<file path="src/dio_defs.vh">
// Constants for the drive terminal block: register map, fields, timing.
// Assumes inclusion by dio_terminals.v only; definitions only.
`ifndef DIO_DEFS_VH
`define DIO_DEFS_VH

// ==========================================================
// Timing
`define DIO_CLK_HZ 50000000
`define DIO_STEP_MS 1
`define DIO_STEP_CYCLES (`DIO_CLK_HZ / 1000 * `DIO_STEP_MS)
`define DIO_DELAY_MAX_S 50
`define DIO_DELAY_MAX_MS (`DIO_DELAY_MAX_S * 1000)
`define DIO_DELAY_MAX_CNT 16'hc350
`define DIO_DELAY_RST 16'h0000

// ==========================================================
// Register byte offsets
`define DIO_OFS_VIRT_SEL 12'h000
`define DIO_OFS_VIRT_VAL 12'h004
`define DIO_OFS_IN_STATE 12'h008
`define DIO_OFS_FAULT_SNAP 12'h00c
`define DIO_OFS_OUT_SEL 12'h010
`define DIO_OFS_PULSE_HALF 12'h014
`define DIO_OFS_IRQ_STAT 12'h018
`define DIO_OFS_IRQ_MASK 12'h01c
`define DIO_OFS_OUT_STATE 12'h020
`define DIO_OFS_ON_DLY0 12'h040
`define DIO_OFS_OFF_DLY0 12'h060

// ==========================================================
// Fields and reset values
`define DIO_NUM_IN 6
`define DIO_OUT_SEL_W 17
`define DIO_FAST_MODE_BIT 16
`define DIO_IRQ_FAULT_BIT 6
`define DIO_IRQ_W 7
`define DIO_VIRT_RST 6'h00
`define DIO_OUT_SEL_RST 17'h00000
`define DIO_PULSE_HALF_RST 16'h0019
`define DIO_IRQ_MASK_RST 7'h00

// ==========================================================
// Output function codes
`define DIO_FN_NONE 4'h0
`define DIO_FN_RUN 4'h1
`define DIO_FN_FWD 4'h2
`define DIO_FN_REV 4'h3
`define DIO_FN_JOG 4'h4
`define DIO_FN_FAULT 4'h5
`define DIO_FN_FREQ_LEVEL_DETECT_ONE 4'h6
`define DIO_FN_FREQ_LEVEL_DETECT_TWO 4'h7
`define DIO_FN_REACHED 4'h8
`define DIO_FN_ZERO_SPD 4'h9
`define DIO_FN_UPPER 4'ha
`define DIO_FN_LOWER 4'hb
`define DIO_FN_READY 4'hc
`define DIO_FN_PREEXC 4'hd
`define DIO_FN_OVLD 4'he

`endif

</file>
<file path="src/dio_terminals.v">
// Drive terminal block: six conditioned inputs, four selectable outputs.
// Assumes one 50 MHz clock, APB master on the same clock, status from
// the drive core synchronous to pclk, field inputs asynchronous.

`include "dio_defs.vh"

module dio_terminals #(
   parameter STEP_CYCLES = `DIO_STEP_CYCLES
) (
   // Clock, reset, enable
   input wire pclk,
   input wire presetn,
   input wire clk_en,
   // APB slave
   input wire psel,
   input wire penable,
   input wire pwrite,
   input wire [11:0] paddr,
   input wire [31:0] pwdata,
   output reg [31:0] prdata,
   output reg pready,
   output reg pslverr,
   // Field inputs, asynchronous
   input wire input_one,
   input wire input_two,
   input wire input_three,
   input wire input_four,
   input wire fast_input_a,
   input wire fast_input_b,
   // Drive core status, same clock
   input wire st_running,
   input wire st_forward,
   input wire st_reverse,
   input wire st_jogging,
   input wire st_freq_out_nz,
   input wire st_freq_ref_nz,
   input wire st_fault,
   input wire freq_level_detect_one,
   input wire freq_level_detect_two,
   input wire st_freq_reached,
   input wire st_at_upper,
   input wire st_at_lower,
   input wire st_main_pwr_ok,
   input wire st_ctrl_pwr_ok,
   input wire st_protect_act,
   input wire st_ready,
   input wire st_preexcite,
   input wire st_ovld_prealarm,
   // Conditioned input state for the core
   output reg [5:0] din_state,
   // Terminal outputs
   output reg relay_one,
   output reg relay_two,
   output reg open_coll_out,
   output reg fast_pulse_output,
   // Interrupt
   output reg irq
);

   // ==========================================================
   // Helpers

   function sel_cond;
      input [3:0] code;
      input [14:0] cond;
      begin
         if (code == `DIO_FN_NONE) begin
            sel_cond = 1'b0;
         end else begin
            sel_cond = cond[code - 4'h1];
         end
      end
   endfunction

   function [15:0] clamp_ms;
      input [31:0] v;
      begin
         if (v > `DIO_DELAY_MAX_MS) begin
            clamp_ms = `DIO_DELAY_MAX_CNT;
         end else begin
            clamp_ms = v[15:0];
         end
      end
   endfunction

   // ==========================================================
   // Input synchroniser, two stages; stage one read only by stage two

   reg [5:0] sync1_q;
   reg [5:0] sync2_q;
   wire [5:0] pin_in;
   assign pin_in = {fast_input_b, fast_input_a, input_four,
                    input_three, input_two, input_one};

   always @(posedge pclk or negedge presetn) begin
      if (!presetn) begin
         sync1_q <= 6'h00;
         sync2_q <= 6'h00;
      end else if (clk_en) begin
         sync1_q <= pin_in;
         sync2_q <= sync1_q;
      end
   end

   // ==========================================================
   // Registers

   reg [5:0] virt_sel_q;
   reg [5:0] virt_val_q;
   reg [16:0] out_sel_q;
   reg [15:0] pulse_half_q;
   reg [6:0] irq_stat_q;
   reg [6:0] irq_mask_q;
   reg [5:0] fault_snap_q;
   reg [15:0] on_dly_q [0:5];
   reg [15:0] off_dly_q [0:5];

   wire wr_en;
   wire rd_setup;
   wire [6:0] irq_set;
   assign wr_en = psel & penable & pwrite & pready;
   assign rd_setup = psel & ~penable;

   // Delay slot decode: offsets 0x40..0x54 on, 0x60..0x74 off
   wire dly_on_hit;
   wire dly_off_hit;
   wire [2:0] dly_idx;
   assign dly_idx = paddr[4:2];
   assign dly_on_hit = (paddr[11:5] == `DIO_OFS_ON_DLY0 >> 5) &&
                       (paddr[1:0] == 2'b00) && (dly_idx < 3'd6);
   assign dly_off_hit = (paddr[11:5] == `DIO_OFS_OFF_DLY0 >> 5) &&
                        (paddr[1:0] == 2'b00) && (dly_idx < 3'd6);

   integer i;
   always @(posedge pclk or negedge presetn) begin
      if (!presetn) begin
         virt_sel_q <= `DIO_VIRT_RST;
         virt_val_q <= `DIO_VIRT_RST;
         out_sel_q <= `DIO_OUT_SEL_RST;
         pulse_half_q <= `DIO_PULSE_HALF_RST;
         irq_mask_q <= `DIO_IRQ_MASK_RST;
         for (i = 0; i < 6; i = i + 1) begin
            on_dly_q[i] <= `DIO_DELAY_RST;
            off_dly_q[i] <= `DIO_DELAY_RST;
         end
      end else if (clk_en && wr_en) begin
         case (paddr)
            `DIO_OFS_VIRT_SEL: virt_sel_q <= pwdata[5:0];
            `DIO_OFS_VIRT_VAL: virt_val_q <= pwdata[5:0];
            `DIO_OFS_OUT_SEL: out_sel_q <= pwdata[16:0];
            `DIO_OFS_PULSE_HALF: begin
               // Zero is ignored; it would toggle every cycle, the same as a half period of one
               if (pwdata[15:0] != 16'h0000) begin
                  pulse_half_q <= pwdata[15:0];
               end
            end
            `DIO_OFS_IRQ_MASK: irq_mask_q <= pwdata[6:0];
            default: begin
               if (dly_on_hit) begin
                  on_dly_q[dly_idx] <= clamp_ms(pwdata);
               end
               if (dly_off_hit) begin
                  off_dly_q[dly_idx] <= clamp_ms(pwdata);
               end
            end
         endcase
      end
   end

   // Sticky status; a set in the clearing cycle wins
   always @(posedge pclk or negedge presetn) begin
      if (!presetn) begin
         irq_stat_q <= 7'h00;
      end else if (clk_en) begin
         if (wr_en && paddr == `DIO_OFS_IRQ_STAT) begin
            irq_stat_q <= (irq_stat_q & ~pwdata[6:0]) | irq_set;
         end else begin
            irq_stat_q <= irq_stat_q | irq_set;
         end
      end
   end

   // ==========================================================
   // Millisecond tick, shared by all delay timers

   reg [31:0] tick_cnt_q;
   reg tick_q;
   always @(posedge pclk or negedge presetn) begin
      if (!presetn) begin
         tick_cnt_q <= 32'h00000000;
         tick_q <= 1'b0;
      end else if (clk_en) begin
         if (tick_cnt_q >= STEP_CYCLES - 1) begin
            tick_cnt_q <= 32'h00000000;
            tick_q <= 1'b1;
         end else begin
            tick_cnt_q <= tick_cnt_q + 32'h00000001;
            tick_q <= 1'b0;
         end
      end
   end

   // ==========================================================
   // On/off delay per input

   wire [5:0] raw_in;
   assign raw_in = (virt_sel_q & virt_val_q) | (~virt_sel_q & sync2_q);

   reg [15:0] dly_cnt_q [0:5];
   reg [15:0] need_d [0:5];
   integer m;
   integer k;
   always @* begin
      for (m = 0; m < 6; m = m + 1)
         need_d[m] = raw_in[m] ? on_dly_q[m] : off_dly_q[m];
   end
   always @(posedge pclk or negedge presetn) begin
      if (!presetn) begin
         din_state <= 6'h00;
         for (k = 0; k < 6; k = k + 1) begin
            dly_cnt_q[k] <= 16'h0000;
         end
      end else if (clk_en) begin
         for (k = 0; k < 6; k = k + 1) begin
            if (raw_in[k] == din_state[k]) begin
               dly_cnt_q[k] <= 16'h0000;
            end else if (need_d[k] == 16'h0000) begin
               din_state[k] <= raw_in[k];
            end else if (tick_q) begin
               if (dly_cnt_q[k] + 16'h0001 >= need_d[k]) begin
                  din_state[k] <= raw_in[k];
                  dly_cnt_q[k] <= 16'h0000;
               end else begin
                  dly_cnt_q[k] <= dly_cnt_q[k] + 16'h0001;
               end
            end
         end
      end
   end

   // ==========================================================
   // Fault snapshot and events

   reg fault_q;
   reg [5:0] din_prev_q;
   wire fault_rise;
   assign fault_rise = st_fault & ~fault_q;
   assign irq_set = {fault_rise, din_state ^ din_prev_q};

   always @(posedge pclk or negedge presetn) begin
      if (!presetn) begin
         fault_q <= 1'b0;
         din_prev_q <= 6'h00;
         fault_snap_q <= 6'h00;
      end else if (clk_en) begin
         fault_q <= st_fault;
         din_prev_q <= din_state;
         if (fault_rise) begin
            fault_snap_q <= din_state;
         end
      end
   end

   // ==========================================================
   // Output function selection

   wire [14:0] cond;
   wire run_f;
   assign run_f = st_running & st_freq_out_nz;
   assign cond[0] = run_f;
   assign cond[1] = run_f & st_forward;
   assign cond[2] = run_f & st_reverse;
   assign cond[3] = run_f & st_jogging;
   assign cond[4] = st_fault;
   assign cond[5] = freq_level_detect_one;
   assign cond[6] = freq_level_detect_two;
   assign cond[7] = st_freq_reached;
   assign cond[8] = st_running & ~st_freq_out_nz & ~st_freq_ref_nz;
   assign cond[9] = st_at_upper;
   assign cond[10] = st_at_lower;
   assign cond[11] = st_main_pwr_ok & st_ctrl_pwr_ok &
                     ~st_protect_act & st_ready;
   assign cond[12] = st_preexcite;
   assign cond[13] = st_ovld_prealarm;
   assign cond[14] = 1'b0;

   // Same table for every output, so duplicate codes agree except the fast output in pulse mode
   wire fast_cond;
   assign fast_cond = sel_cond(out_sel_q[15:12], cond);

   // Pulse train runs while the condition holds
   reg [15:0] pulse_cnt_q;
   reg pulse_q;
   always @(posedge pclk or negedge presetn) begin
      if (!presetn) begin
         pulse_cnt_q <= 16'h0000;
         pulse_q <= 1'b0;
      end else if (clk_en) begin
         if (!fast_cond) begin
            pulse_cnt_q <= 16'h0000;
            pulse_q <= 1'b0;
         end else if (pulse_cnt_q + 16'h0001 >= pulse_half_q) begin
            pulse_cnt_q <= 16'h0000;
            pulse_q <= ~pulse_q;
         end else begin
            pulse_cnt_q <= pulse_cnt_q + 16'h0001;
         end
      end
   end

   always @(posedge pclk or negedge presetn) begin
      if (!presetn) begin
         relay_one <= 1'b0;
         relay_two <= 1'b0;
         open_coll_out <= 1'b0;
         fast_pulse_output <= 1'b0;
         irq <= 1'b0;
      end else if (clk_en) begin
         relay_one <= sel_cond(out_sel_q[3:0], cond);
         relay_two <= sel_cond(out_sel_q[7:4], cond);
         open_coll_out <= sel_cond(out_sel_q[11:8], cond);
         if (out_sel_q[`DIO_FAST_MODE_BIT]) begin
            fast_pulse_output <= pulse_q;
         end else begin
            fast_pulse_output <= fast_cond;
         end
         irq <= |((irq_stat_q | irq_set) & irq_mask_q);
      end
   end

   // ==========================================================
   // APB read path; one wait-free access cycle

   reg [31:0] rd_d;
   reg hit_d;
   always @* begin
      rd_d = 32'h00000000;
      hit_d = 1'b1;
      case (paddr)
         `DIO_OFS_VIRT_SEL: rd_d = {26'h0, virt_sel_q};
         `DIO_OFS_VIRT_VAL: rd_d = {26'h0, virt_val_q};
         `DIO_OFS_IN_STATE: rd_d = {26'h0, din_state};
         `DIO_OFS_FAULT_SNAP: rd_d = {26'h0, fault_snap_q};
         `DIO_OFS_OUT_SEL: rd_d = {15'h0, out_sel_q};
         `DIO_OFS_PULSE_HALF: rd_d = {16'h0, pulse_half_q};
         `DIO_OFS_IRQ_STAT: rd_d = {25'h0, irq_stat_q};
         `DIO_OFS_IRQ_MASK: rd_d = {25'h0, irq_mask_q};
         `DIO_OFS_OUT_STATE: rd_d = {28'h0, fast_pulse_output,
                                     open_coll_out, relay_two, relay_one};
         default: begin
            if (dly_on_hit) begin
               rd_d = {16'h0, on_dly_q[dly_idx]};
            end else if (dly_off_hit) begin
               rd_d = {16'h0, off_dly_q[dly_idx]};
            end else begin
               hit_d = 1'b0;
            end
         end
      endcase
   end

   // Read-only registers ignore writes but answer without error
   always @(posedge pclk or negedge presetn) begin
      if (!presetn) begin
         prdata <= 32'h00000000;
         pready <= 1'b0;
         pslverr <= 1'b0;
      end else if (clk_en) begin
         pready <= rd_setup;
         if (rd_setup) begin
            prdata <= pwrite ? 32'h00000000 : rd_d;
            pslverr <= ~hit_d;
         end else begin
            pslverr <= 1'b0;
         end
      end
   end

endmodule // dio_terminals

</file>
<file path="config.mk">
export PLATFORM = sky130hd
export DESIGN_NAME = dio_terminals
export DESIGN_NICKNAME = d
export VERILOG_FILES = /design/src/dio_terminals.v
export VERILOG_INCLUDE_DIRS = /design/src
export SDC_FILE = /design/constraint.sdc
export NUM_CORES = 1
export LEC_CHECK = 0
export BUFFER_PORTS_ARGS = -buffer_cell sky130_fd_sc_hd__clkbuf_2
export CORE_MARGIN = 2
export CORE_UTILIZATION = 65
export CTS_BUF_LIST = sky130_fd_sc_hd__clkbuf_4 sky130_fd_sc_hd__clkbuf_8 sky130_fd_sc_hd__clkbuf_16
export DETAILED_ROUTE_END_ITERATION = 6
export PLACE_DENSITY = 0.84
export SETUP_SLACK_MARGIN = 0.05
export SYNTH_ARGS = -nofsm -noshare
export SYNTH_HDL_FRONTEND = slang
export SYNTH_SLANG_ARGS = --single-unit
</file>
<file path="constraint.sdc">
create_clock -name pclk -period 10.5 [get_ports pclk]
set_input_delay 0.525 -clock pclk [delete_from_list [all_inputs] [get_ports pclk]]
set_output_delay 0.525 -clock pclk [all_outputs]
set_load 0.05 [all_outputs]
</file>
==> summary.txt <==
=======================================================================================
Sequential cell area                                                        11310 sq um
Count of endpoints failing hold in the final timing report                           12
Final worst-path cycle share                                                     0.4002
Count of boundary I/O pins                                                          119
Failing checks                                                              hold timing
Largest net degree at the start of global routing                                   186
Ys Warns                                                                              0
Number of max-cap violations                                                          0
Capture point of the worst reg-to-reg path                                 dly_cnt_q[32]$_DFFE_PN0P_
Total Routing Usage GR                                                           0.3685
Sinks on the clock net                                                              452
Count of distinct cell types in the synthesized netlist                              68
Half-perimeter wire length after placement                                     55020 um
Quantity of I/O buffers inserted on ports                                           103
Aggregate negative setup slack                                                     0 ns
Clk_skew                                                                     0.02685 ns
Critical setup path kind                                                        reg2reg
Leakage power of the design                                                    13.28 nW
Largest area contributor in the netlist                                         dfrtp_1
Arrival time at the worst endpoint                                              4.76 ns
Cell area after layout                                                      29100 sq um
Hold slack                                                                  -0.02658 ns
Maximum net fanout on the critical path                                              19
Area share of the largest cell type after synthesis                              0.4207
Slew of the pin with the lowest slew margin                                    1.417 ns
Initial Util                                                                     0.6570
Layout net count                                                                   3023
Fraction of layout instances using a drive strength above 1                      0.1221
Floorplan core area                                                         40650 sq um
Worst setup path startpoint                                                virt_sel_q[3]$_DFFE_PN0P_
Number of placement rows                                                             74
Register share of total power                                                     0.450
Critical path required time                                                    11.06 ns
Chip height                                                                    206.7 um
Worst skew pair latency                                                         0.62 ns
Number of post-CTS setup repair buffers                                               0
Full die area                                                               42720 sq um
Flop-to-flop setup slack                                                        6.30 ns
Mean area per synthesized cell                                              9.493 sq um
Share of synthesized flip-flops with an asynchronous set or reset                 1.000
Total of endpoints with negative setup slack in the final report                      0
Post-synthesis cell area                                                    26700 sq um
Wire length after detailed routing                                             78040 um
H-tree depth                                                                          2
Hold buffers post-CTS                                                                 0
Unrepaired setup endpoints after global routing                                   false
CP endpoint kind                                                                   flop
Via count of the first global-routing pass                                        22690
IR drop worst, VDD                                                            0.1365 mV
Rel. slew slack                                                                 0.05181
Main synth FF type                                                              dfrtp_1
TritonCTS clock tree                                                               done
Number of buffers added by the clock tree synthesis step                             49
Reg2Reg Depth                                                                        10
Number of standard cells after synthesis                                           2813
Number of filler cells placed in the layout                                        2806
EDFF count, synth                                                                     0
Share of total power in combinational logic                                       0.097
Area used by multi-input combinational logic                                14500 sq um
Clk pin slew, worst setup/hold paths                                            0.06 ns
Number of nets with antenna violations after routing                                  0
Power per unit of standard cell area                                       141.6 nW/um^2
Commonest cells in the netlist                                             449 x dfrtp_1, 417 x nand2_1, 360 x o21ai_0
Part of the power in the clock network                                            0.453
Seq cells post-synth                                                                452
Number of DRC violations after detailed routing                                       0
Routed WL per cell                                                             23.00 um
Clk root buf                                                                  clkbuf_16
Via count                                                                         23030
Min-delay worst type                                                           in2async
Pins over their slew limit                                                            0
Weighted congestion reported at the end of routability-driven placement           1.056
Dominant cell by count in the synthesized netlist                               dfrtp_1
Fmax                                                                          238.0 MHz
Cell area after placement                                                   27350 sq um
Die Width                                                                      206.7 um
Antenna violations before repair                                                      2
Synth top area cells                                                       dfrtp_1 42%, o21ai_0 6.7%, ha_1 6.0%
Category of the worst setup path launch point                                      flop
First-pass GRT wire length                                                    122000 um
Resized cells post-CTS                                                                0
Number of violations reported at the end of detailed-routing iteration 0           2881
Min Tclk post-route                                                            4.202 ns
Switching fraction of total power                                                0.2598
Number of buffers on the longest clock path                                           3
Critical R2R Launch                                                        virt_sel_q[3]$_DFFE_PN0P_
Mean number of vias per cell                                                      6.787
Outcome                                                                    finished, violations left
Gr ovfl total                                                                         0
Total internal power                                                           3.049 mW
Layout area overhead                                                             8.959%
Number of iterations in the first detailed-routing pass                               6
Register area share after synthesis                                              0.4237
Switching power summed over all nets                                           1.070 mW
=======================================================================================
## layout make-up
cell class              instances  area share
inverters                      56    0.007224
clock buffers                  68     0.04984
multi-input cells            2142      0.4982
repair buffers                120     0.02296
diodes                          2   0.0001720
flip-flops and latches        452      0.3889
well taps                     532     0.02288
clock inverters                21    0.009890
## metal layers
| layer | routed length (um) | track usage | part of all wire | vias up |
|---|---|---|---|---|
| met5 | 0 | 0 | 0 | - |
| met4 | 5012 | 0.2085 | 0.064 | 0 |
| met3 | 8183 | 0.1028 | 0.10 | 410 |
| met2 | 36200 | 0.5864 | 0.46 | 1368 |
| met1 | 28640 | 0.4548 | 0.37 | 11100 |
| li1 | - | - | - | 10150 |
## worst max-delay path, cell delays in order (launching register included)
cell and delay, ns:
dfrtp_1 0.43, mux2i_4 0.78, mux2_2 0.42, ha_1 0.26
nand2b_1 0.14, a211oi_1 0.23, o21ai_0 0.13, a2111oi_1 0.47
nand3_1 0.58, nor2_1 0.46, mux2_2 0.22
## layout by cell type (no fill, tap or decap), drive strengths merged, types with 7 or more instances in the layout
cell,n
or3,17
a31oi,14
mux2i,130
o41ai,8
xnor2,79
or2,16
o2bb2ai,8
o22ai,7
xor2,46
nand2b,72
o31ai,18
a21oi,67
clkbuf,169
a211oi,19
nand4,49
buf,19
nand2,417
a221oi,25
o21bai,15
nor2b,20
nand3,68
a2bb2oi,7
mux2,66
dfrtp,449
inv,59
nor3,36
a21o,33
conb,15
clkinv,8
o21a,7
o21ai,363
ha,128
o211ai,16
a221o,13
and3,44
and4,7
nor4,64
a22o,19
nor2,139
mux4,42
## state kept, by name, summed over array words and instances, names as in the netlist, 6 cells and up
register and cells:
pulse_cnt_q 16, pulse_half_q 16, tick_cnt_q 32, din_prev_q 6, sync2_q 6, irq_stat_q 7, prdata 17, fault_snap_q 6
irq_mask_q 7, virt_val_q 6, dly_cnt_q 96, off_dly_q 96, out_sel_q 17, virt_sel_q 6, din_state 6, on_dly_q 96
sync1_q 6
## worst max-delay path by stage
stage                                     end
finish              dly_cnt_q[32]$_DFFE_PN0P_
global route        dly_cnt_q[32]$_DFFE_PN0P_
global placement    dly_cnt_q[32]$_DFFE_PN0P_
floorplan            dly_cnt_q[9]$_DFFE_PN0P_
CTS                 dly_cnt_q[32]$_DFFE_PN0P_
detailed placement  dly_cnt_q[32]$_DFFE_PN0P_
## power by group through the flow
| stage | clock, mW | sequential, mW | combinational [mW] |
|---|---|---|---|
| CTS | 1.87 | 1.85 | 0.396 |
| floorplan | 0 | 1.88 | 0.268 |
| global route | 1.94 | 1.86 | 0.434 |
| global placement | 0 | 1.88 | 0.379 |
| detailed placement | 0 | 1.88 | 0.395 |
| finish | 1.86 | 1.85 | 0.401 |
## kinds of logic after synthesis
kind of cell             after synthesis  synth area share
AO/OA/AOI/OAI                        673            0.1545
XOR/XNOR                             125           0.04100
adder cells (fa/ha/maj)              128           0.05997
buffers and inverters                233           0.03594
flip-flops                           452            0.4237
multiplexers                         238            0.1143
other                                  1         0.0001404
AND/OR/NAND/NOR                      963            0.1704
## stage by stage
stage | std cells | worst slack (ns) | utilization | hold WS (ns) | power, mW
after floorplan | 2827 | 6.898 | - | 0.2294 | 2.144
after global placement | 3302 | 6.485 | 0.6730 | 0.4635 | 2.255
after detailed placement | 3302 | 6.359 | 0.6730 | 0.4718 | 2.275
after CTS | 3391 | 6.312 | 0.7157 | 0.02483 | 4.116
after global routing | 3391 | 5.949 | 0.7157 | 0.04993 | 4.234
final | 3393 | 6.298 | 0.7158 | -0.02658 | 4.120
(Power assumes the default switching activity.)
